==> config.mk <==
export PLATFORM = sky130hd
export DESIGN_NAME = adcs_top
export DESIGN_NICKNAME = d
export VERILOG_FILES = /design/src/adcs_pkg.sv /design/src/adcs_top.sv
export VERILOG_INCLUDE_DIRS = /design/src /design/src/src
export SDC_FILE = /design/constraint.sdc
export NUM_CORES = 1
export LEC_CHECK = 0
export CAP_MARGIN = 20
export CORE_AREA = 2 2 252 254
export CTS_CLUSTER_DIAMETER = 200
export CTS_CLUSTER_SIZE = 28
export DETAILED_ROUTE_END_ITERATION = 12
export DIE_AREA = 0 0 254 256
export DONT_BUFFER_PORTS = 1
export PLACE_DENSITY = 0.6
export SLEW_MARGIN = 20
export SYNTH_ARGS = -nofsm -noshare
export SYNTH_HDL_FRONTEND = slang
export SYNTH_HIERARCHICAL = 1
export SYNTH_SLANG_ARGS = --single-unit
==> constraint.sdc <==
create_clock -name core_clk_i -period 4.8 [get_ports core_clk_i]
set_clock_uncertainty 0.2 [all_clocks]
set_input_delay 0.24 -clock core_clk_i [delete_from_list [all_inputs] [get_ports core_clk_i]]
set_output_delay 0.24 -clock core_clk_i [all_outputs]
set_load 0.01 [all_outputs]
==> src/adcs_cfg.svh <==
// register map, field positions, reset values and constants of the audio dma channel setup block
//
// Operation
// - speaker primary source address joins a low and a high 16-bit register
// - speaker secondary source address joins its own low and high registers
// - writing zero to the global hold bit stops every transfer at once
// - while the hold bit is zero, dma requests wait and none is served
// - hold bit sits at bit 0; zero holds, one runs; resets to one
// - microphone enable sits at bit 3 of the enable register; resets to zero
// - speaker enable sits at bit 2 of the enable register; resets to zero
// - microphone word count gives the 16-bit words moved per microphone buffer
// - speaker word count gives the 16-bit words moved per speaker buffer
// - reserved bits of hold and enable registers always read zero
// - speaker auto-load moves to the secondary buffer when primary empties
// - writes other than to the hold register are ignored while buffered data is held; software reads back

`ifndef ADCS_CFG_SVH
`define ADCS_CFG_SVH

// ************************************************************
// register byte addresses
// ************************************************************
`define ADCS_OFF_SPK_PRI_LO  32'h0A00_0028
`define ADCS_OFF_SPK_PRI_HI  32'h0A00_002A
`define ADCS_OFF_SPK_SEC_LO  32'h0A00_002C
`define ADCS_OFF_SPK_SEC_HI  32'h0A00_002E
`define ADCS_OFF_HOLD        32'h0A00_0040
`define ADCS_OFF_ENABLES     32'h0A00_0046
`define ADCS_OFF_STATUS      32'h0A00_0048
`define ADCS_OFF_MIC_COUNT   32'h0A00_0658
`define ADCS_OFF_SPK_COUNT   32'h0A00_065A

// ************************************************************
// field positions
// ************************************************************
`define ADCS_HOLD_BIT        0
`define ADCS_SPK_EN_BIT      2
`define ADCS_MIC_EN_BIT      3
`define ADCS_ST_SPK_RUN_BIT  0
`define ADCS_ST_SPK_SEL_BIT  1
`define ADCS_ST_MIC_RUN_BIT  2
`define ADCS_ST_MIC_SEL_BIT  3

// ************************************************************
// reset values and steps
// ************************************************************
`define ADCS_HOLD_RST        1'b1
`define ADCS_EN_RST          1'b0
`define ADCS_ADDR_RST        16'h0000
`define ADCS_COUNT_RST       16'hFFFF
`define ADCS_ADDR_STEP       32'h0000_0002
`define ADCS_FIFO_DEPTH      4

`endif

==> src/adcs_pkg.sv <==
// types shared by the audio dma channel setup block
package adcs_pkg;

  // memory engine states, gray along idle -> read -> wait, write next to idle
  typedef enum logic [1:0] {
    ADCS_IDLE     = 2'b00,
    ADCS_SPK_RD   = 2'b01,
    ADCS_SPK_WAIT = 2'b11,
    ADCS_MIC_WR   = 2'b10
  } adcs_state_type;

  // one command towards system memory
  typedef struct packed {
    logic        req;
    logic        we;
    logic [31:0] addr;
    logic [15:0] wdata;
  } adcs_mem_cmd_type;

endpackage : adcs_pkg

==> src/adcs_top.sv <==
// audio dma channel setup registers, per-channel address engines and word fifos
//
// Implementation choice: the address-and-strobe port.
`timescale 1ns/1ps
`include "adcs_cfg.svh"

// ************************************************************
// word fifo, registered outputs
// ************************************************************
module adcs_fifo #(
  parameter int WIDTH = 16,
  parameter int DEPTH = `ADCS_FIFO_DEPTH
) (
  input  wire logic             core_clk_i,
  input  wire logic             rst_i,
  input  wire logic             flush_i,
  input  wire logic             block_i,
  input  wire logic [WIDTH-1:0] wr_data_i,
  input  wire logic             wr_valid_i,
  output logic                  wr_ready_o,
  output logic      [WIDTH-1:0] rd_data_o,
  output logic                  rd_valid_o,
  input  wire logic             rd_ready_i
);
  localparam int CW = $clog2(DEPTH + 1);

  logic [WIDTH-1:0] mem_q [DEPTH];
  logic [CW-1:0]    count_q;
  logic [CW-1:0]    count_d;
  logic [CW-1:0]    wpos;
  logic             push;
  logic             pop;

  assign push = wr_valid_i & wr_ready_o & ~flush_i;
  assign pop  = rd_valid_o & rd_ready_i & ~flush_i;
  // with a pop the whole queue shifts down, so the tail slot moves too
  assign wpos = pop ? CW'(count_q - CW'(1)) : count_q;

  always_comb begin
    if (flush_i) begin
      count_d = '0;
    end else begin
      count_d = CW'(count_q + CW'(push) - CW'(pop));
    end
  end

  always_ff @(posedge core_clk_i) begin
    if (rst_i) begin
      count_q    <= '0;
      rd_valid_o <= 1'b0;
      wr_ready_o <= 1'b0;
    end else begin
      count_q    <= count_d;
      rd_valid_o <= (count_d != '0);
      wr_ready_o <= ~block_i & (count_d < CW'(DEPTH));
    end
  end

  // shift register keeps the head in a flop, so the read port needs no mux
  for (genvar i = 0; i < DEPTH; i++) begin : g_entry
    always_ff @(posedge core_clk_i) begin
      if (rst_i) begin
        mem_q[i] <= '0;
      end else if (push && (wpos == CW'(i))) begin
        mem_q[i] <= wr_data_i;
      end else if (pop) begin
        if (i < DEPTH - 1) begin
          mem_q[i] <= mem_q[(i < DEPTH - 1) ? i + 1 : i];
        end
      end
    end
  end

  assign rd_data_o = mem_q[0];

endmodule : adcs_fifo

// ************************************************************
// top: registers, channel engines, memory port
// ************************************************************
module adcs_top #(
  parameter int ADDR_W = 32,
  parameter int DATA_W = 16,
  parameter int DEPTH  = `ADCS_FIFO_DEPTH
) (
  input  wire logic                      core_clk_i,
  input  wire logic                      rst_i,
  input  wire logic [ADDR_W-1:0]         reg_addr_i,
  input  wire logic [15:0]               reg_wdata_i,
  input  wire logic                      reg_wr_i,
  input  wire logic                      reg_rd_i,
  output logic      [15:0]               reg_rdata_o,
  input  wire logic [31:0]               mic_primary_addr_i,
  input  wire logic [31:0]               mic_secondary_addr_i,
  input  wire logic                      mic_autoload_select_i,
  input  wire logic                      speaker_autoload_select_i,
  output adcs_pkg::adcs_mem_cmd_type     mem_cmd_o,
  input  wire logic                      mem_gnt_i,
  input  wire logic                      mem_rvalid_i,
  input  wire logic [DATA_W-1:0]         mem_rdata_i,
  output logic      [DATA_W-1:0]         spk_data_o,
  output logic                           spk_valid_o,
  input  wire logic                      spk_ready_i,
  input  wire logic [DATA_W-1:0]         mic_data_i,
  input  wire logic                      mic_valid_i,
  output logic                           mic_ready_o,
  output logic                           spk_end_o,
  output logic                           mic_end_o
);

  // ************************************************************
  // setup registers
  // ************************************************************
  logic [15:0] spk_pri_lo_q;
  logic [15:0] spk_pri_hi_q;
  logic [15:0] spk_sec_lo_q;
  logic [15:0] spk_sec_hi_q;
  logic        dma_hold_n_q;
  logic        mic_channel_enable_q;
  logic        speaker_channel_enable_q;
  logic [15:0] mic_word_count_q;
  logic [15:0] speaker_word_count_q;
  logic [15:0] rdata_d;
  logic        wr_lock;
  logic        wr_ok;

  // per channel: index 0 speaker, index 1 microphone
  logic [31:0] ch_pri   [2];
  logic [31:0] ch_sec   [2];
  logic [15:0] ch_cnt   [2];
  logic [31:0] ch_addr  [2];
  logic [1:0]  ch_auto;
  logic [1:0]  ch_en;
  logic [1:0]  ch_run;
  logic [1:0]  ch_sel;
  logic [1:0]  ch_end;
  logic [1:0]  ch_done;

  logic              spk_fifo_ready;
  logic              spk_fifo_push;
  logic              mic_fifo_valid;
  logic [DATA_W-1:0] mic_fifo_data;
  logic              mic_fifo_pop;
  adcs_pkg::adcs_state_type state_q;

  // buffered words count as temporary storage holding valid data
  assign wr_lock = spk_valid_o | mic_fifo_valid;
  assign wr_ok   = reg_wr_i & ~wr_lock;

  always_ff @(posedge core_clk_i) begin
    if (rst_i) begin
      spk_pri_lo_q <= `ADCS_ADDR_RST;
      spk_pri_hi_q <= `ADCS_ADDR_RST;
      spk_sec_lo_q <= `ADCS_ADDR_RST;
      spk_sec_hi_q <= `ADCS_ADDR_RST;
    end else if (wr_ok) begin
      case (reg_addr_i)
        `ADCS_OFF_SPK_PRI_LO: spk_pri_lo_q <= reg_wdata_i;
        `ADCS_OFF_SPK_PRI_HI: spk_pri_hi_q <= reg_wdata_i;
        `ADCS_OFF_SPK_SEC_LO: spk_sec_lo_q <= reg_wdata_i;
        `ADCS_OFF_SPK_SEC_HI: spk_sec_hi_q <= reg_wdata_i;
        default: ;
      endcase
    end
  end

  // the hold bit stays writable under lock, else software could never abort
  always_ff @(posedge core_clk_i) begin
    if (rst_i) begin
      dma_hold_n_q <= `ADCS_HOLD_RST;
    end else if (reg_wr_i && (reg_addr_i == `ADCS_OFF_HOLD)) begin
      dma_hold_n_q <= reg_wdata_i[`ADCS_HOLD_BIT];
    end
  end

  always_ff @(posedge core_clk_i) begin
    if (rst_i) begin
      mic_channel_enable_q     <= `ADCS_EN_RST;
      speaker_channel_enable_q <= `ADCS_EN_RST;
    end else if (wr_ok && (reg_addr_i == `ADCS_OFF_ENABLES)) begin
      mic_channel_enable_q     <= reg_wdata_i[`ADCS_MIC_EN_BIT];
      speaker_channel_enable_q <= reg_wdata_i[`ADCS_SPK_EN_BIT];
    end
  end

  // bit 0 is kept as written; an odd count is the writer's fault
  always_ff @(posedge core_clk_i) begin
    if (rst_i) begin
      mic_word_count_q     <= `ADCS_COUNT_RST;
      speaker_word_count_q <= `ADCS_COUNT_RST;
    end else if (wr_ok) begin
      case (reg_addr_i)
        `ADCS_OFF_MIC_COUNT: mic_word_count_q     <= reg_wdata_i;
        `ADCS_OFF_SPK_COUNT: speaker_word_count_q <= reg_wdata_i;
        default: ;
      endcase
    end
  end

  // ************************************************************
  // read port, data in the cycle after the strobe only
  // ************************************************************
  always_comb begin
    rdata_d = '0;
    case (reg_addr_i)
      `ADCS_OFF_SPK_PRI_LO: rdata_d = spk_pri_lo_q;
      `ADCS_OFF_SPK_PRI_HI: rdata_d = spk_pri_hi_q;
      `ADCS_OFF_SPK_SEC_LO: rdata_d = spk_sec_lo_q;
      `ADCS_OFF_SPK_SEC_HI: rdata_d = spk_sec_hi_q;
      `ADCS_OFF_HOLD:       rdata_d[`ADCS_HOLD_BIT] = dma_hold_n_q;
      `ADCS_OFF_ENABLES: begin
        rdata_d[`ADCS_MIC_EN_BIT] = mic_channel_enable_q;
        rdata_d[`ADCS_SPK_EN_BIT] = speaker_channel_enable_q;
      end
      `ADCS_OFF_STATUS: begin
        rdata_d[`ADCS_ST_SPK_RUN_BIT] = ch_run[0];
        rdata_d[`ADCS_ST_SPK_SEL_BIT] = ch_sel[0];
        rdata_d[`ADCS_ST_MIC_RUN_BIT] = ch_run[1];
        rdata_d[`ADCS_ST_MIC_SEL_BIT] = ch_sel[1];
      end
      `ADCS_OFF_MIC_COUNT:  rdata_d = mic_word_count_q;
      `ADCS_OFF_SPK_COUNT:  rdata_d = speaker_word_count_q;
      default:              rdata_d = '0;
    endcase
  end

  always_ff @(posedge core_clk_i) begin
    if (rst_i) begin
      reg_rdata_o <= '0;
    end else begin
      reg_rdata_o <= reg_rd_i ? rdata_d : 16'h0000;
    end
  end

  // ************************************************************
  // channel address and word-count engines
  // ************************************************************
  assign ch_pri[0]  = {spk_pri_hi_q, spk_pri_lo_q};
  assign ch_sec[0]  = {spk_sec_hi_q, spk_sec_lo_q};
  assign ch_pri[1]  = mic_primary_addr_i;
  assign ch_sec[1]  = mic_secondary_addr_i;
  assign ch_cnt[0]  = speaker_word_count_q;
  assign ch_cnt[1]  = mic_word_count_q;
  assign ch_auto[0] = speaker_autoload_select_i;
  assign ch_auto[1] = mic_autoload_select_i;
  assign ch_en[0]   = speaker_channel_enable_q;
  assign ch_en[1]   = mic_channel_enable_q;
  assign ch_done[0] = (state_q == adcs_pkg::ADCS_SPK_WAIT) & mem_rvalid_i;
  assign ch_done[1] = (state_q == adcs_pkg::ADCS_MIC_WR) & mem_gnt_i;

  for (genvar c = 0; c < 2; c++) begin : g_chan
    logic [15:0] remain_q;
    logic        stop_q;

    always_ff @(posedge core_clk_i) begin
      if (rst_i || !dma_hold_n_q || !ch_en[c]) begin
        // hold or disable drops the channel back to its idle state
        ch_run[c]  <= 1'b0;
        stop_q     <= 1'b0;
        ch_sel[c]  <= 1'b0;
        ch_end[c]  <= 1'b0;
        remain_q   <= '0;
        ch_addr[c] <= '0;
      end else begin
        ch_end[c] <= 1'b0;
        if (!ch_run[c] && !stop_q) begin
          if (ch_cnt[c] == 16'h0000) begin
            stop_q <= 1'b1;
          end else begin
            ch_run[c]  <= 1'b1;
            ch_addr[c] <= ch_pri[c];
            remain_q   <= ch_cnt[c];
            ch_sel[c]  <= 1'b0;
          end
        end else if (ch_run[c] && ch_done[c]) begin
          if (remain_q == 16'h0001) begin
            ch_end[c] <= 1'b1;
            if (ch_auto[c] && (ch_cnt[c] != 16'h0000)) begin
              // auto-load flips to the other buffer when this one empties
              ch_sel[c]  <= ~ch_sel[c];
              ch_addr[c] <= ch_sel[c] ? ch_pri[c] : ch_sec[c];
              remain_q   <= ch_cnt[c];
            end else begin
              // auto-stop: primary only, then wait for the enable to cycle
              ch_run[c] <= 1'b0;
              stop_q    <= 1'b1;
            end
          end else begin
            ch_addr[c] <= ch_addr[c] + `ADCS_ADDR_STEP;
            remain_q   <= remain_q - 16'h0001;
          end
        end
      end
    end
  end

  assign spk_end_o = ch_end[0];
  assign mic_end_o = ch_end[1];

  // ************************************************************
  // word fifos
  // ************************************************************
  assign spk_fifo_push = ch_done[0] & ch_run[0];

  adcs_fifo #(
    .WIDTH (DATA_W),
    .DEPTH (DEPTH)
  ) u_spk_fifo (
    .core_clk_i (core_clk_i),
    .rst_i      (rst_i),
    .flush_i    (~dma_hold_n_q | ~ch_en[0]),
    .block_i    (1'b0),
    .wr_data_i  (mem_rdata_i),
    .wr_valid_i (spk_fifo_push),
    .wr_ready_o (spk_fifo_ready),
    .rd_data_o  (spk_data_o),
    .rd_valid_o (spk_valid_o),
    .rd_ready_i (spk_ready_i)
  );

  // ready stays low under hold so the audio side keeps its request pending
  adcs_fifo #(
    .WIDTH (DATA_W),
    .DEPTH (DEPTH)
  ) u_mic_fifo (
    .core_clk_i (core_clk_i),
    .rst_i      (rst_i),
    .flush_i    (~dma_hold_n_q | ~ch_en[1]),
    .block_i    (~dma_hold_n_q | ~ch_en[1] | ~ch_run[1]),
    .wr_data_i  (mic_data_i),
    .wr_valid_i (mic_valid_i),
    .wr_ready_o (mic_ready_o),
    .rd_data_o  (mic_fifo_data),
    .rd_valid_o (mic_fifo_valid),
    .rd_ready_i (mic_fifo_pop)
  );

  assign mic_fifo_pop = ch_done[1];

  // ************************************************************
  // memory engine, one access outstanding, microphone first
  // ************************************************************
  always_ff @(posedge core_clk_i) begin
    if (rst_i || !dma_hold_n_q) begin
      state_q   <= adcs_pkg::ADCS_IDLE;
      mem_cmd_o <= '0;
    end else begin
      case (state_q)
        adcs_pkg::ADCS_IDLE: begin
          // microphone first: its input cannot be paused by the memory side
          if (ch_run[1] && mic_fifo_valid) begin
            mem_cmd_o.req   <= 1'b1;
            mem_cmd_o.we    <= 1'b1;
            mem_cmd_o.addr  <= ch_addr[1];
            mem_cmd_o.wdata <= mic_fifo_data;
            state_q         <= adcs_pkg::ADCS_MIC_WR;
          end else if (ch_run[0] && spk_fifo_ready) begin
            mem_cmd_o.req   <= 1'b1;
            mem_cmd_o.we    <= 1'b0;
            mem_cmd_o.addr  <= ch_addr[0];
            mem_cmd_o.wdata <= '0;
            state_q         <= adcs_pkg::ADCS_SPK_RD;
          end
        end
        adcs_pkg::ADCS_SPK_RD: begin
          if (mem_gnt_i) begin
            mem_cmd_o.req <= 1'b0;
            state_q       <= adcs_pkg::ADCS_SPK_WAIT;
          end
        end
        adcs_pkg::ADCS_SPK_WAIT: begin
          if (mem_rvalid_i) begin
            state_q <= adcs_pkg::ADCS_IDLE;
          end
        end
        adcs_pkg::ADCS_MIC_WR: begin
          if (mem_gnt_i) begin
            mem_cmd_o.req <= 1'b0;
            mem_cmd_o.we  <= 1'b0;
            state_q       <= adcs_pkg::ADCS_IDLE;
          end
        end
        default: begin
          mem_cmd_o <= '0;
          state_q   <= adcs_pkg::ADCS_IDLE;
        end
      endcase
    end
  end

endmodule : adcs_top

; ---- Word-level counts from Yosys, hierarchy flattened
; Memory sizes are Yosys's and may differ from the RTL's.
; Cells that the tools add are included.
[totals]
register_bits = 217
mem_bits_rw = 192
in_bits = 154
output_inout_bits = 86
elab_cells = 358
n_memories = 3
[memory_table]
columns = name, depth, width, rd, rd_ports_with_merged_regs, write_ports, line
row1 = ch_addr, 2, 32, 2, 0, 2, adcs_top.sv:131  ; logic [31:0] ch_addr [2];
row2 = u_mic_fifo.mem_q, 4, 16, 4, 0, 4, adcs_top.sv:27  ; logic [WIDTH-1:0] mem_q [DEPTH];
row3 = u_spk_fifo.mem_q, 4, 16, 4, 0, 4, adcs_top.sv:27
[classes]
n_addsub = 10
n_lt_le_gt_ge = 2
eq_ne = 32
mux = 163
n_bitwise = 50
reduce_logical = 67
[ops]
columns = op, n
row1 = two-way mux 16 bit, 24
row2 = "== test 32 x 28 -> 1 bit, second input constant", 9
row3 = two-way mux 32 bit, 8
row4 = two-way mux 1 bit, 113
row5 = two-way mux 50 bit, 2
row6 = case mux 12 bit (6 select lines), 1
row7 = "adder 32 x 2 -> 32 bit, second input constant", 2
row8 = "== test 16 x 1 -> 1 bit, second input constant", 2
row9 = logical NOT 16 bit, 2
row10 = AND reduction 4 bit, 8
row11 = nonzero test 16 bit, 2
row12 = "subtractor 16 x 1 -> 16 bit, second input constant", 2
row13 = bitwise OR 1 bit, 24
row14 = logical AND 1 bit, 18
row15 = case mux 2 bit (8 select lines), 1
row16 = nonzero test 2 bit, 8
row17 = "!= test 2 bit, second input constant", 7
row18 = AND reduction 2 bit, 7
row19 = bitwise AND 1 bit, 13
row20 = inverter 1 bit, 13
row21 = "== test 3 x 2 -> 1 bit, second input constant", 4
row22 = two-way mux 3 bit, 4
row23 = two-way mux 2 bit, 5
row24 = AND reduction 3 bit, 3
row25 = other kinds (22), 42

; ---- Longest topological paths before layout
[depth]
ltp_word = 12
mapped_depth = 14
depth_no_buf = 14

; ---- By module
; The synthesis kept the hierarchy.
[by_module_without_submodules]
columns = module, n_inst, cells_per_inst, area_each_um2, seq_area_each_um2
row1 = adcs_top, 1, 1714, 14941.8, 6065.8
row2 = adcs_fifo, 2, 228, 3377.0, 2021.9

; ---- Least setup slack after synthesis
; No wires, ideal clock.
[synth_timing]
path_kind = reg-to-reg
from = reg state_q[0]
to = mem u_spk_fifo.mem_q[0][0] (enable)
setup_ns = 0.414
arrival_ns = 2.642
t_required_ns = 4.186
slack_ns = 1.544
stages_incl_launch_ff = 7
n_path_buf = 1
synth_period_minus_slack_ns = 3.256
path_cell_list = dfxtp_1 > ha_1 > and3_1 > clkbuf_1 > and4b_1 > mux2i_4 > o31ai_1
[synth_rtl]
columns = element, line
row1 = from (decl), adcs_top.sv:144  ; adcs_pkg::adcs_state_type state_q;
row2 = from (signal assigned), adcs_top.sv:345  ; state_q <= adcs_pkg::ADCS_IDLE;
row3 = from (signal assigned), adcs_top.sv:356  ; state_q <= adcs_pkg::ADCS_MIC_WR;
row4 = from (signal assigned), adcs_top.sv:362  ; state_q <= adcs_pkg::ADCS_SPK_RD;
row5 = to (decl), adcs_top.sv:27

==> run_results.csv <==
group,metric,value,unit
status,run_status,"finished clean",
floorplan,row_count,92,
timing,grt_setup_unrepaired,"false",
placed_design,post-dp-hpwl,46290,um
floorplan,core_region_area,62390,um^2
clock_network,cts_max_path_bufs,3,
worst_setup_path,reg2reg_depth,7,
grt,number_of_antenna_violations_at_the_first_check_in_global_routing,5,
yosys,synth.largest_area_cell,"sky130_fd_sc_hd__edfxtp_1",
worst_setup_path,path_cells,"nor3_2, and2_1, nand4_1, buf_4, mux2i_1, dlygate4sd3_1, o22ai_1",
routing,vias,17376,
routing,detailedRoute.firstPassIterationCount,6,
yosys,synthArstFlopShare,0,%
timing,fin_worst_hold_slack,39.15,ps
placed_design,place_area,22100,um^2
final_layout,drive_gt1_share,6.901,%
worst_setup_path,setup.worst_path.class,"register to register",
floorplan,io_pins,240,
timing,period_share,77.46,%
yosys,synth.distinct_cells,97,
yosys,synth_top_area_share,26.57,%
timing,period_needed,3718,ps
floorplan,fp.dieH,256,um
worst_setup_path,critical_path.n_buffers_inverters,2,
clock_network,cts.sinks,409,
yosys,postSynthNetCount,2343,
timing,final_hold_violating_endpoints,0,
floorplan,die-width,254,um
grt,grt_use_met3,2.858,%
worst_setup_path,required,4910,ps
min_path,whs_path_depth,4,
grt,wire_length_of_the_first_global_routing_pass,100800,um
final_layout,area_growth_syn_to_layout,10.76,%
grt,grtUsageMet2,32.55,%
worst_setup_path,start_kind,"register",
placed_design,portBuffers,0,
final_layout,post-route-util,38.51,%
floorplan,die_outline_area,65020,um^2
clock_network,cts_max_level,1,
yosys,synth-seq-area-share,46.60,%
clock_network,cts_tree,"yes",
clock_network,clock_tree.root_cell,"sky130_fd_sc_hd__clkbuf_16",
yosys,synth_edf_count,192,
yosys,synth.top_cells.by_area,"sky130_fd_sc_hd__edfxtp_1 (27%), sky130_fd_sc_hd__dfxtp_1 (20%), sky130_fd_sc_hd__nand2_1 (3.8%)",
job,max_cap_viol_count,0,
min_path,path_class_of_the_lowest_slack_min_delay_path,"primary input to register",
yosys,synth_area_per_cell,9.998,um^2
routing,drt-vias-per-instance,5.718,
routing,routed_wl,66170,um
worst_setup_path,critical_path_cell_count,7,
final_layout,layout_commonest_cell,"sky130_fd_sc_hd__nand2_1",
yosys,ys_warn_count,6,
clock_network,insertion_delay,580,ps
final_layout,most-common-layout-cells,"sky130_fd_sc_hd__nand2_1 (220), sky130_fd_sc_hd__dfxtp_1 (217), sky130_fd_sc_hd__edfxtp_1 (192), sky130_fd_sc_hd__dlygate4sd3_1 (132), sky130_fd_sc_hd__nor2_1 (126)",
power,total_power,5.909,mW
clock_network,clkSlewWorstSetupHoldPaths,120,ps
timing,timing.max_slew.rel_slack,22.65,%
grt,grt.busiest_layer,"met2",
placed_design,globalplace.congestion,0.9024,
clock_network,cts_inserted_buffers,18,
timing,setup_total_negative_slack,0,ps
worst_setup_path,worstPathArrival,3830,ps
worst_setup_path,endpoint_kind,"register",
yosys,synth_cells,2170,
routing,drt_drc_violations_left,0,
yosys,ys_ff_latch,409,
worst_setup_path,worst_path_dominant_cell_family,"simple AND/OR/NAND/NOR gates",
timing,finalMaxSlewViolations,0,
clock_network,post-cts-setup-buffers,0,
grt,number_of_global_route_vias_before_repair,16639,
yosys,syn_area,21700,um^2
floorplan,effective_utilization_at_floorplan,34.77,%
final_layout,final_design_instance_area_without_fill,24030,um^2
final_layout,design.final.nets,2349,
timing,worst_slew_pin_slew,1158,ps
grt,grt_remaining_overflow,0,
worst_setup_path,slowest_cell_on_crit_path,"sky130_fd_sc_hd__nor3_2",
grt,grt_start_max_net_pins,160,
power,p_per_area,245.9,nW/um^2
timing,finalSetupViolCount,0,
power,p_leak,8.403,nW
yosys,synth-main-ff-cell,"sky130_fd_sc_hd__dfxtp_1",
power,ir_drop,215.1,uV
worst_setup_path,slowest_delay,810,ps
routing,post_drt_wl_per_cell,21.77,um
routing,drt-initial-drc-count,1664,
timing,fmax,269.0,MHz
worst_setup_path,max_fo_critical_path,33,
grt,overall_global_routing_resource_usage,19.56,%
routing,postRouteAntennaNets,0,
grt,grt.met1_usage,26.25,%
-- flip-flops by register name (all words and copies together) (netlist names), 32 cells and up --
name / flops
mem_cmd_o: 50
ch_addr: 64
g_chan.remain_q: 32
u_mic_fifo/mem_q: 64
u_spk_fifo/mem_q: 64
-- routing by layer --
layer  wire length, um  vias to the layer above
met2             31520                      646
li1                  -                     8092
met1             28240                     8521
met5                43                        -
met3              4198                      111
met4              2172                        6
-- worst register-to-register path, stage by stage (launching register included) --
cell                            delay (ps)
sky130_fd_sc_hd__dfxtp_1               370
sky130_fd_sc_hd__nor3_2                810
sky130_fd_sc_hd__and2_1                580
sky130_fd_sc_hd__nand4_1               200
sky130_fd_sc_hd__buf_4                 330
sky130_fd_sc_hd__mux2i_1               320
sky130_fd_sc_hd__dlygate4sd3_1         620
sky130_fd_sc_hd__o22ai_1                80
-- final cells by class --
class	instances	area [um^2]
flip-flops and latches	409	10110
inverters	32	120.1
fillers	6170	38360
multi-input cells	1545	10570
repair buffers	170	1630
clock inverters	2	32.53
clock buffers	30	495.5
well taps	846	1059
diodes	5	12.51
-- synthesized netlist by cell type (6+ instances only) --
| master | n |
|---|---|
| sky130_fd_sc_hd__a211o_1 | 32 |
| sky130_fd_sc_hd__nand2_1 | 220 |
| sky130_fd_sc_hd__nor2b_1 | 38 |
| sky130_fd_sc_hd__mux2_4 | 20 |
| sky130_fd_sc_hd__xor2_1 | 38 |
| sky130_fd_sc_hd__nor2_1 | 126 |
| sky130_fd_sc_hd__buf_1 | 6 |
| sky130_fd_sc_hd__o21ai_0 | 40 |
| sky130_fd_sc_hd__nand3_1 | 97 |
| sky130_fd_sc_hd__buf_2 | 42 |
| sky130_fd_sc_hd__xnor2_1 | 27 |
| sky130_fd_sc_hd__mux2i_1 | 80 |
| sky130_fd_sc_hd__a22oi_1 | 68 |
| sky130_fd_sc_hd__o31ai_1 | 8 |
| sky130_fd_sc_hd__edfxtp_1 | 192 |
| sky130_fd_sc_hd__or3_1 | 8 |
| sky130_fd_sc_hd__and3b_1 | 33 |
| sky130_fd_sc_hd__nor3_1 | 27 |
| sky130_fd_sc_hd__inv_1 | 30 |
| sky130_fd_sc_hd__buf_4 | 40 |
| sky130_fd_sc_hd__or4_1 | 6 |
| sky130_fd_sc_hd__clkbuf_1 | 88 |
| sky130_fd_sc_hd__a21o_1 | 14 |
| sky130_fd_sc_hd__a211oi_1 | 10 |
| sky130_fd_sc_hd__o21a_1 | 6 |
| sky130_fd_sc_hd__nand4_1 | 30 |
| sky130_fd_sc_hd__nand2b_1 | 59 |
| sky130_fd_sc_hd__a21oi_1 | 82 |
| sky130_fd_sc_hd__o22ai_1 | 73 |
| sky130_fd_sc_hd__ha_1 | 17 |
| sky130_fd_sc_hd__and2_1 | 46 |
| sky130_fd_sc_hd__nand3b_1 | 8 |
| sky130_fd_sc_hd__and3_1 | 35 |
| sky130_fd_sc_hd__nor4_4 | 6 |
| sky130_fd_sc_hd__dfxtp_1 | 217 |
| sky130_fd_sc_hd__mux2_2 | 12 |
| sky130_fd_sc_hd__a2bb2oi_1 | 25 |
| sky130_fd_sc_hd__a221o_1 | 14 |
| sky130_fd_sc_hd__a22o_1 | 68 |
| sky130_fd_sc_hd__nor4_1 | 33 |
| sky130_fd_sc_hd__a311oi_1 | 35 |
| sky130_fd_sc_hd__a211oi_2 | 6 |
-- metrics by stage --
stage	setup WS [ps]	instances
finish	1082	3039
global route	918.6	3035
CTS	1207	3033
detailed placement	1531	2868
global placement	1633	2867
floorplan	1544	2170
-- report_power, final --
group / internal, mW / total [mW] / switching [mW]
Clock: 0.734 / 1.89 / 1.16
Sequential: 3.68 / 3.71 / 0.0258
Combinational: 0.131 / 0.305 / 0.174
-- repair_timing --
item | in CTS | in global routing
hold buffers | 133 | 0
hold endpoints to repair | 283 | 0
gates resized for setup | 0 | 0
-- final timing paths --
check	start	slack [ps]	endpoint
setup / recovery	g_chan[1].remain_q[7]	1080	ch_addr[1][1]
hold / removal	reg_addr_i[6]	40	reg_rdata_o[1]
setup reg to reg	g_chan[1].remain_q[7]	1080	ch_addr[1][1]
hold reg to reg	g_chan[1].remain_q[6]	270	g_chan[1].remain_q[6]
-- cells by family (layout without fill, tap and decap cells) --
group,after synthesis,count (layout),share of synthesized area [%]
AND/OR/NAND/NOR,818,818,20.71
AO/OA/AOI/OAI,528,528,18.05
flip-flops,409,409,46.60
buffers and inverters,216,234,4.931
multiplexers,114,114,5.905
XOR/XNOR,65,65,2.624
adder cells (fa/ha/maj),19,19,1.165
other,1,6,0.01728
(Power assumes the default switching activity.)
